==> config.mk <==
export PLATFORM = sky130hd
export DESIGN_NAME = lcs_top
export DESIGN_NICKNAME = d
export VERILOG_FILES = /design/src/design/lcs_chan.v /design/src/design/lcs_top.v
export VERILOG_INCLUDE_DIRS = /design/src /design/src/design
export SDC_FILE = /design/constraint.sdc
export NUM_CORES = 2
export LEC_CHECK = 0
export BUFFER_PORTS_ARGS = -buffer_cell sky130_fd_sc_hd__buf_4
export CORE_MARGIN = 2
export CORE_UTILIZATION = 54
export CTS_CLUSTER_DIAMETER = 50
export DETAILED_ROUTE_END_ITERATION = 6
export GPL_TIMING_DRIVEN = 0
export HOLD_SLACK_MARGIN = 0.15
export MAX_ROUTING_LAYER = met4
export PLACE_DENSITY_LB_ADDON = 0.05
export SLEW_MARGIN = 20
export SYNTH_ARGS = -nofsm -noshare
export SYNTH_HDL_FRONTEND = slang
export SYNTH_SLANG_ARGS = --single-unit
==> constraint.sdc <==
create_clock -name core_clk -period 4.8 [get_ports core_clk]
set_clock_uncertainty 0.05 [all_clocks]
set_input_delay 0.72 -clock core_clk [delete_from_list [all_inputs] [get_ports core_clk]]
set_output_delay 0.72 -clock core_clk [all_outputs]
set_load 0.05 [all_outputs]
==> src/design/lcs_map.vh <==
// lcs_map.vh - offsets, field positions, reset values and timing counts
// of the load cell scan and setpoint controller.
// assumes: included by bare name from the design files; definitions only.
`ifndef LCS_MAP_VH
`define LCS_MAP_VH

// ----------------------------------------------------------------------
// register byte offsets on the apb slave
// ----------------------------------------------------------------------
`define LCS_OFS_CHAN_EN     8'h00
`define LCS_OFS_OUT_MODE    8'h04
`define LCS_OFS_OUT_HOST    8'h08
`define LCS_OFS_IO_STATE    8'h0c
`define LCS_OFS_FILT_CFG    8'h10
`define LCS_OFS_SETPT_BASE  8'h20
`define LCS_OFS_WEIGHT_BASE 8'h30

// ----------------------------------------------------------------------
// field positions
// ----------------------------------------------------------------------
`define LCS_IO_IN_LSB       0
`define LCS_IO_OUT_LSB      4
`define LCS_ARRAY_SEL_LSB   4

// ----------------------------------------------------------------------
// reset values
// ----------------------------------------------------------------------
`define LCS_RST_CHAN_EN     4'hf
`define LCS_RST_OUT_MODE    4'h0
`define LCS_RST_OUT_HOST    4'h0
`define LCS_RST_FILT_CFG    4'h0
`define LCS_RST_SETPT       24'h000000

// ----------------------------------------------------------------------
// timing: one conversion every 5000 us (200 hz) at a 100 mhz core clock
// ----------------------------------------------------------------------
`define LCS_CLK_MHZ         100
`define LCS_CONV_PERIOD_US  5000
`define LCS_CONV_CYC        20'd500000  // period in us times cycles per us, counter width

`endif

==> src/design/lcs_chan.v <==
// lcs_chan.v - one measurement channel: conversion pacing, converter
// sample capture and the optional moving-average filter.
// assumes: converter pins are asynchronous to core_clk; rst is the
// controller's synchronous reset, active high, on core_clk.
`timescale 1ns/10ps
module lcs_chan #(
  parameter             DATA_W   = 24,
  parameter             AVG_LOG2 = 2,
  parameter             CNT_W    = 20,
  parameter [CNT_W-1:0] CONV_CYC = 20'd500000
) (
  input  wire              core_clk,    // core clock
  input  wire              rst,         // controller reset, active high
  input  wire              chan_en,     // channel is in the scan
  input  wire              filt_avg,    // 1: moving average, 0: raw
  input  wire              adc_drdy,    // converter data ready (pin)
  input  wire [DATA_W-1:0] adc_data,    // converter result (pins)
  input  wire              sample_ack,  // scheduler took the sample
  output reg               conv_start,  // one-cycle conversion start
  output reg               sample_rdy,  // fresh sample waiting
  output reg  [DATA_W-1:0] weight       // latest sample, signed
);

  localparam NAVG  = 1 << AVG_LOG2;
  localparam SUM_W = DATA_W + AVG_LOG2;

  reg                     drdy_s1_q;
  reg                     drdy_s2_q;
  reg                     drdy_s3_q;
  reg        [DATA_W-1:0] data_s1_q;
  reg        [DATA_W-1:0] data_s2_q;
  reg        [CNT_W-1:0]  cnt_q;
  reg        [DATA_W-1:0] hist_q [0:NAVG-1];
  reg        [AVG_LOG2-1:0] widx_q;
  reg signed [SUM_W-1:0]  sum_q;
  wire                    new_smp_w;
  wire signed [SUM_W-1:0] sum_d;
  integer                 i;

  // two-flop synchronisers on the converter pins
  always @(posedge core_clk) begin
    if (rst) begin
      drdy_s1_q <= 1'b0;
      drdy_s2_q <= 1'b0;
      drdy_s3_q <= 1'b0;
      data_s1_q <= {DATA_W{1'b0}};
      data_s2_q <= {DATA_W{1'b0}};
    end else begin
      drdy_s1_q <= adc_drdy;
      drdy_s2_q <= drdy_s1_q;
      drdy_s3_q <= drdy_s2_q;
      data_s1_q <= adc_data;
      data_s2_q <= data_s1_q;
    end
  end

  // a sample counts only while the channel is scanned
  assign new_smp_w = drdy_s2_q & ~drdy_s3_q & chan_en;

  // running sum: add the newest, drop the oldest of the window
  assign sum_d = sum_q + {{AVG_LOG2{data_s2_q[DATA_W-1]}}, data_s2_q}
                       - {{AVG_LOG2{hist_q[widx_q][DATA_W-1]}}, hist_q[widx_q]};

  // own pacing counter, free of the other channels, stopped when disabled
  always @(posedge core_clk) begin
    if (rst || !chan_en) begin
      cnt_q      <= {CNT_W{1'b0}};
      conv_start <= 1'b0;
    end else if (cnt_q == CONV_CYC - 1'b1) begin
      cnt_q      <= {CNT_W{1'b0}};
      conv_start <= 1'b1;
    end else begin
      cnt_q      <= cnt_q + 1'b1;
      conv_start <= 1'b0;
    end
  end

  // capture, filter and flag each new converter result
  always @(posedge core_clk) begin
    if (rst) begin
      for (i = 0; i < NAVG; i = i + 1) begin
        hist_q[i] <= {DATA_W{1'b0}};
      end
      widx_q     <= {AVG_LOG2{1'b0}};
      sum_q      <= {SUM_W{1'b0}};
      weight     <= {DATA_W{1'b0}};
      sample_rdy <= 1'b0;
    end else begin
      if (new_smp_w) begin
        hist_q[widx_q] <= data_s2_q;
        widx_q         <= widx_q + 1'b1;
        sum_q          <= sum_d;
        weight         <= filt_avg ? sum_d[SUM_W-1:AVG_LOG2] : data_s2_q;
      end
      // a new sample wins over the acknowledge of the old one
      if (new_smp_w) begin
        sample_rdy <= 1'b1;
      end else if (sample_ack) begin
        sample_rdy <= 1'b0;
      end
    end
  end

endmodule // lcs_chan

==> src/design/lcs_top.v <==
// lcs_top.v - four-channel load cell scan and setpoint controller with
// its apb register slave and digital input/output pins.
// assumes: one 100 mhz core clock; rst_n is the power-up reset; the
// reset jumper pin and all converter and input pins are asynchronous.
//
// What this block does
// - The controller is held in reset while the reset jumper pin is high and restarts cleanly when it falls.
// - The controller resets itself at power-up.
// - The controller has no link to the host bus reset or the host's own reset and keeps running through them.
// - Each of the four channels takes samples from its own 24-bit converter followed by a filter.
// - Each converter is paced on its own and yields a fresh sample at a nominal 200 Hz.
// - The host loads each channel's filter setting, choosing raw samples or a moving average.
// - Tasks are serviced from a polling list and a started task finishes before the next begins.
// - The controller serves host accesses at its own address, samples the inputs and drives the outputs.
// - The host can read and write the channel enable bits and the output mode bits.
// - An enabled channel is scanned and measured, a disabled one is skipped and never measured.
// - With mode and enable both set, a channel's output follows the weight versus setpoint comparison.
// - With mode or enable clear, the host drives the channel's output directly.
// - A digital input reads as asserted when pulled to ground, so the pins are active low.
`timescale 1ns/10ps
`include "lcs_map.vh"
module lcs_top #(
  parameter NCH      = 4,
  parameter DATA_W   = 24,
  parameter AVG_LOG2 = 2,
  parameter CNT_W    = 20,
  parameter [CNT_W-1:0] CONV_CYC = `LCS_CONV_CYC
) (
  input  wire                  core_clk,          // core clock, 100 mhz
  input  wire                  rst_n,             // power-up reset, low
  input  wire                  ext_reset_jumper,  // external reset pin, high
  input  wire                  psel,              // apb select
  input  wire                  penable,           // apb access phase
  input  wire                  pwrite,            // apb write
  input  wire [7:0]            paddr,             // apb byte address
  input  wire [31:0]           pwdata,            // apb write data
  output reg  [31:0]           prdata,            // apb read data
  output reg                   pready,            // apb ready
  output reg                   pslverr,           // apb error, unmapped
  input  wire [NCH-1:0]        adc_drdy,          // converter ready pins
  input  wire [NCH*DATA_W-1:0] adc_data,          // converter data pins
  output wire [NCH-1:0]        conv_start,        // conversion start pulses
  input  wire [NCH-1:0]        din_n,             // digital inputs, low true
  output reg  [NCH-1:0]        dout               // 1: output conducting
);

  // --------------------------------------------------------------------
  // scheduler states, one hot
  // --------------------------------------------------------------------
  localparam [3:0] ST_CHAN  = 4'b0001;
  localparam [3:0] ST_BUS   = 4'b0010;
  localparam [3:0] ST_BWAIT = 4'b0100;
  localparam [3:0] ST_OUT   = 4'b1000;

  // --------------------------------------------------------------------
  // declarations
  // --------------------------------------------------------------------
  reg                   xrst_s1_q;
  reg                   xrst_s2_q;
  reg  [NCH-1:0]        din_s1_q;
  reg  [NCH-1:0]        din_s2_q;
  reg  [3:0]            state_q;
  reg  [1:0]            ptr_q;
  reg  [NCH-1:0]        chan_en_q;
  reg  [NCH-1:0]        mode_q;
  reg  [NCH-1:0]        host_out_q;
  reg  [NCH-1:0]        filt_q;
  reg  [NCH-1:0]        ack_q;
  reg  [DATA_W-1:0]     setpt_q  [0:NCH-1];
  reg  [DATA_W-1:0]     weight_q [0:NCH-1];
  reg  [31:0]           rd_data_w;
  reg                   addr_ok_w;
  reg  [NCH-1:0]        cmp_w;
  wire                  ctl_rst_w;
  wire [NCH-1:0]        smp_rdy_w;
  wire [NCH*DATA_W-1:0] chan_wt_w;
  wire [NCH-1:0]        din_act_w;
  wire [1:0]            sel_w;
  wire                  is_setpt_w;
  wire                  is_weight_w;
  integer               k;
  integer               j;

  // --------------------------------------------------------------------
  // reset: power-up reset or held jumper; nothing from the host bus
  // --------------------------------------------------------------------

  // two-flop synchroniser on the reset jumper pin, cleared at power-up
  always @(posedge core_clk) begin
    if (!rst_n) begin
      xrst_s1_q <= 1'b0;
      xrst_s2_q <= 1'b0;
    end else begin
      xrst_s1_q <= ext_reset_jumper;
      xrst_s2_q <= xrst_s1_q;
    end
  end

  // the apb side brings no reset of its own into the controller
  assign ctl_rst_w = ~rst_n | xrst_s2_q;

  // --------------------------------------------------------------------
  // digital inputs
  // --------------------------------------------------------------------

  // two-flop synchroniser on the input pins
  always @(posedge core_clk) begin
    if (ctl_rst_w) begin
      din_s1_q <= {NCH{1'b1}};
      din_s2_q <= {NCH{1'b1}};
    end else begin
      din_s1_q <= din_n;
      din_s2_q <= din_s1_q;
    end
  end

  // pulled-up pins: a grounded pin is an asserted input
  assign din_act_w = ~din_s2_q;

  // --------------------------------------------------------------------
  // measurement channels
  // --------------------------------------------------------------------

  // one converter front end per channel, each paced on its own
  genvar g;
  generate
    for (g = 0; g < NCH; g = g + 1) begin : g_chan
      lcs_chan #(
        .DATA_W   (DATA_W),
        .AVG_LOG2 (AVG_LOG2),
        .CNT_W    (CNT_W),
        .CONV_CYC (CONV_CYC)
      ) u_chan (
        .core_clk   (core_clk),
        .rst        (ctl_rst_w),
        .chan_en    (chan_en_q[g]),
        .filt_avg   (filt_q[g]),
        .adc_drdy   (adc_drdy[g]),
        .adc_data   (adc_data[g*DATA_W +: DATA_W]),
        .sample_ack (ack_q[g]),
        .conv_start (conv_start[g]),
        .sample_rdy (smp_rdy_w[g]),
        .weight     (chan_wt_w[g*DATA_W +: DATA_W])
      );
    end
  endgenerate

  // --------------------------------------------------------------------
  // register decode
  // --------------------------------------------------------------------

  // array registers: one word per channel, channel in address bits 3:2
  assign sel_w       = paddr[3:2];
  assign is_setpt_w  = ({paddr[7:4], 4'h0} == `LCS_OFS_SETPT_BASE)
                       && (paddr[1:0] == 2'b00);
  assign is_weight_w = ({paddr[7:4], 4'h0} == `LCS_OFS_WEIGHT_BASE)
                       && (paddr[1:0] == 2'b00);

  // read mux and address check; unused upper bits read as zero
  always @* begin
    rd_data_w = 32'h00000000;
    addr_ok_w = 1'b1;
    if (paddr == `LCS_OFS_CHAN_EN) begin
      rd_data_w[NCH-1:0] = chan_en_q;
    end else if (paddr == `LCS_OFS_OUT_MODE) begin
      rd_data_w[NCH-1:0] = mode_q;
    end else if (paddr == `LCS_OFS_OUT_HOST) begin
      rd_data_w[NCH-1:0] = host_out_q;
    end else if (paddr == `LCS_OFS_IO_STATE) begin
      rd_data_w[`LCS_IO_IN_LSB +: NCH]  = din_act_w;
      rd_data_w[`LCS_IO_OUT_LSB +: NCH] = dout;
    end else if (paddr == `LCS_OFS_FILT_CFG) begin
      rd_data_w[NCH-1:0] = filt_q;
    end else if (is_setpt_w) begin
      rd_data_w[DATA_W-1:0] = setpt_q[sel_w];
    end else if (is_weight_w) begin
      rd_data_w[DATA_W-1:0] = weight_q[sel_w];
    end else begin
      addr_ok_w = 1'b0;
    end
  end

  // --------------------------------------------------------------------
  // setpoint comparison, signed weights
  // --------------------------------------------------------------------

  // energise at or above the setpoint
  always @* begin
    for (j = 0; j < NCH; j = j + 1) begin
      cmp_w[j] = ($signed(weight_q[j]) >= $signed(setpt_q[j]));
    end
  end

  // --------------------------------------------------------------------
  // polling scheduler: channel, bus, outputs, round and round
  // --------------------------------------------------------------------

  // each state is one task that ends before the next is started;
  // a bus access waits for the bus slot, which bounds its latency
  always @(posedge core_clk) begin
    if (ctl_rst_w) begin
      state_q    <= ST_CHAN;
      ptr_q      <= 2'd0;
      ack_q      <= {NCH{1'b0}};
      chan_en_q  <= `LCS_RST_CHAN_EN;
      mode_q     <= `LCS_RST_OUT_MODE;
      host_out_q <= `LCS_RST_OUT_HOST;
      filt_q     <= `LCS_RST_FILT_CFG;
      dout       <= {NCH{1'b0}};
      prdata     <= 32'h00000000;
      pready     <= 1'b0;
      pslverr    <= 1'b0;
      for (k = 0; k < NCH; k = k + 1) begin
        setpt_q[k]  <= `LCS_RST_SETPT;
        weight_q[k] <= {DATA_W{1'b0}};
      end
    end else begin
      ack_q <= {NCH{1'b0}};
      case (state_q)
        // take one waiting sample from the channel under the pointer
        ST_CHAN: begin
          if (chan_en_q[ptr_q] && smp_rdy_w[ptr_q]) begin
            weight_q[ptr_q] <= chan_wt_w[ptr_q*DATA_W +: DATA_W];
            ack_q[ptr_q]    <= 1'b1;
          end
          ptr_q   <= ptr_q + 2'd1;
          state_q <= ST_BUS;
        end
        // accept an apb access phase, present the read answer
        ST_BUS: begin
          if (psel && penable) begin
            pready  <= 1'b1;
            pslverr <= ~addr_ok_w;
            prdata  <= (pwrite || !addr_ok_w) ? 32'h00000000 : rd_data_w;
            state_q <= ST_BWAIT;
          end else begin
            state_q <= ST_OUT;
          end
        end
        // the edge with pready high completes the transfer
        ST_BWAIT: begin
          pready  <= 1'b0;
          pslverr <= 1'b0;
          if (pwrite && addr_ok_w) begin
            if (paddr == `LCS_OFS_CHAN_EN) begin
              chan_en_q <= pwdata[NCH-1:0];
            end else if (paddr == `LCS_OFS_OUT_MODE) begin
              mode_q <= pwdata[NCH-1:0];
            end else if (paddr == `LCS_OFS_OUT_HOST) begin
              host_out_q <= pwdata[NCH-1:0];
            end else if (paddr == `LCS_OFS_FILT_CFG) begin
              filt_q <= pwdata[NCH-1:0];
            end else if (is_setpt_w) begin
              setpt_q[sel_w] <= pwdata[DATA_W-1:0];
            end
          end
          state_q <= ST_OUT;
        end
        // refresh every output: comparison or host control per channel
        ST_OUT: begin
          for (k = 0; k < NCH; k = k + 1) begin
            if (mode_q[k] && chan_en_q[k]) begin
              dout[k] <= cmp_w[k];
            end else begin
              dout[k] <= host_out_q[k];
            end
          end
          state_q <= ST_CHAN;
        end
        default: begin
          state_q <= ST_CHAN;
          pready  <= 1'b0;
          pslverr <= 1'b0;
        end
      endcase
    end
  end

endmodule // lcs_top

==> results.py <==
metrics = {
    "sta": {
        "fmax_mhz": 217,
        "tightest_slew_ps": 1210,
        "slew_viol_final": 0,
        "hold_viol": 0,
        "finalSetupTns_ps": 0,
        "hold_ws_ps": 183,
        "setup_slack_ps": 190,
        "maxSlewHeadroom_pct": 18.9,
        "setup_viol": 0,
        "period_needed_ps": 4610,
        "period_share_pct": 96.0,
        "rsz0062_at_grt": "yes",
    },
    "synth": {
        "syn_avg_cell_area_sq_um": 10.7,
        "synth.most_common_cell": "inv_1",
        "synth_cell_types": 95,
        "postSynthCellCount": 5269,
        "synthTopCellsByArea": "edfxtp_1 (31%), dfxtp_1 (20%), mux4_2 (6.8%)",
        "synth_seq_cells": 1150,
        "async_reset_ff_share_pct": 0,
        "synth-edff-count": 576,
        "synth_top_flop_cell": "edfxtp_1",
        "ys_seq_area_share_pct": 51.2,
        "ys_top_cells_by_count": "inv_1 (619), edfxtp_1 (576), dfxtp_1 (574)",
        "syn-cell-area_sq_um": 56200,
        "yosysTopAreaCell": "edfxtp_1",
        "yosysTopAreaCellShare_pct": 30.8,
        "yosys_warnings": 0,
    },
    "status": {
        "status": "complete, no violations",
    },
    "setup_path": {
        "reg2reg_setup_slack_ps": 190,
        "crit_arrival_ps": 5200,
        "path_class": "flop to flop",
        "crit_required_ps": 5390,
        "critPathMaxFanout": 10,
        "critPathCaptureType": "flop",
        "worst_setup_path_start_kind": "flop",
    },
    "place": {
        "place_inst": 6855,
        "gp_congestion": 0.981,
        "pre_cts_ws_ps": -504,
        "place_area_sq_um": 60100,
        "port_buffers": 174,
        "hpwlAfterDp_microns": 129000,
    },
    "floorplanning": {
        "placementRows": 118,
        "fp.dieW_microns": 327,
        "coreArea_sq_um": 103000,
        "die_h_microns": 327,
        "io_pins": 192,
        "die-area_sq_um": 107000,
        "start_util_pct": 54.4,
    },
    "cts": {
        "cts_root_buffer": "clkbuf_16",
        "cts_tree": "done",
        "htreeDepth": 4,
        "cts_buffers": 138,
        "path_clk_slew_ps": 70,
        "postCtsSetupRepairBufs": 0,
        "ctsLongestPathBuffers": 3,
        "cts.sinks": 1150,
        "clkLatencyLatePin_ps": 760,
    },
    "detailed_routing": {
        "wl_microns": 171000,
        "drc": 0,
        "ant_nets": 0,
        "via_per_inst": 5.71,
        "vias": 41200,
        "dr.pass1.iters": 7,
        "drt-initial-drc-count": 4050,
        "wl_per_cell_microns": 23.7,
    },
    "layout": {
        "final_area_sq_um": 65900,
        "utilization_pct": 63.8,
        "final_cells": 7216,
        "drive_gt1_share_pct": 12.7,
        "area_growth_pct": 17.3,
        "layout.nets": 6174,
    },
    "power_and_ir_drop": {
        "power_density_nw_per_um2": 387,
        "p_leak_nw": 26.4,
        "power.total_mw": 25.5,
        "vdd_drop_max_mv": 0.354,
    },
    "flow_run": {
        "max_cap_violations": 0,
    },
    "global_routing": {
        "grt_max_degree": 25,
        "grt_remaining_overflow": 0,
        "grt_pass1_vias": 39800,
        "grt_use_total_pct": 33.2,
        "antenna_found_initial": 6,
        "grt_pass1_wl_microns": 255000,
    },
    "min_path": {
        "worstHoldPathType": "primary input to flop",
    },
}
-- what timing repair did --
item | in CTS | in global routing
hold buffers | 104 | 0
pin swaps | 0 | 0
hold endpoints to repair | 103 | 0
gates resized for setup | 27 | 27
endpoints found under the setup margin | 94 | 62
-- metal layers --
metal,GRT usage [%],up-vias,share of wire [%]
met1,46.3,20300,44
met3,5.91,258,8.3
met2,49.9,1613,45
li1,-,19000,-
met4,9.60,0,2.6
met5,-,-,0
-- registers in the layout (all words and copies together) (netlist names), 8 cells and up, named ones only --
name and flops:
g_chan.u_chan.cnt_q 80, g_chan.u_chan.data_s1_q 96, g_chan.u_chan.data_s2_q 96, g_chan.u_chan.hist_q 384
g_chan.u_chan.sum_q 104, g_chan.u_chan.weight 96, g_chan.u_chan.widx_q 8, prdata 24
setpt_q 96, weight_q 96
-- report_power, final --
group / leakage (nW) / switching (mW) / internal (mW) / total, mW
Sequential: 10.7 / 0.276 / 10.7 / 11.0
Combinational: 13.2 / 2.22 / 1.44 / 3.67
Clock: 2.36 / 4.32 / 6.51 / 10.8
Total: 26.4 / 6.81 / 18.7 / 25.5
-- layout by cell type, fill, tap and decap left out, types with 18 or more instances in the layout --
cell type,count
a211oi_1,48
a21o_1,74
a21oi_1,255
a22oi_1,26
and2_1,346
and3_1,44
buf_1,21
buf_2,18
buf_4,188
clkbuf_1,239
clkbuf_16,151
clkinv_2,21
dfxtp_1,572
dlygate4sd3_1,104
edfxtp_1,576
fa_1,100
ha_1,208
inv_1,619
mux2i_1,63
mux4_2,169
nand2_1,374
nand2b_1,36
nand3_1,98
nand4_1,44
nor2_1,516
nor2b_1,55
nor3_1,33
nor4_1,113
o21ai_0,163
o21ai_1,20
xnor2_1,89
xor2_1,81
-- logic make-up (layout without fill, tap and decap cells) --
logic type / Yosys count / count (layout) / synth area share (%)
simple gates: 1733 / 1733 / 15.2
xor+xnor: 170 / 170 / 2.65
flops: 1150 / 1150 / 51.2
compound gates: 745 / 745 / 8.31
mux: 245 / 245 / 8.15
buf+inv: 917 / 1472 / 6.27
fa+ha+maj: 308 / 308 / 8.19
other cells: 1 / 13 / 0.00667
-- worst max-delay path, stage by stage, from the launching register on --
cell and delay, ps:
dfxtp_1 300, buf_1 350, buf_2 400, mux4_2 360, ha_1 290, inv_1 40, ha_1 200, fa_1 470
a21o_2 240, a311oi_2 420, nor3_2 130, o211ai_1 270, a21oi_1 160, o21a_1 190, nor2_1 180, xor2_1 100
a2111oi_0 330
-- worst paths after layout --
kind,cells past startpoint,endpoint,from
setup / recovery,16,g_chan[1].u_chan.weight[16],flop
hold / removal,2,g_chan[0].u_chan.data_s1_q[21],adc_data[21]
setup reg to reg,16,g_chan[1].u_chan.weight[16],flop
hold reg to reg,1,din_s2_q[1],din_s1_q[1]
-- cell type report --
type | count | area [sq um]
fill | 8372 | 37400
sequential | 1150 | 28800
multi-input combinational | 3209 | 24200
clock buffer | 185 | 4040
timing repair buffer | 303 | 2890
inverter | 619 | 2320
tap | 1380 | 1730
buffer | 295 | 1240
clock inverter | 70 | 741
antenna | 5 | 12.5
(Power assumes the default switching activity.)
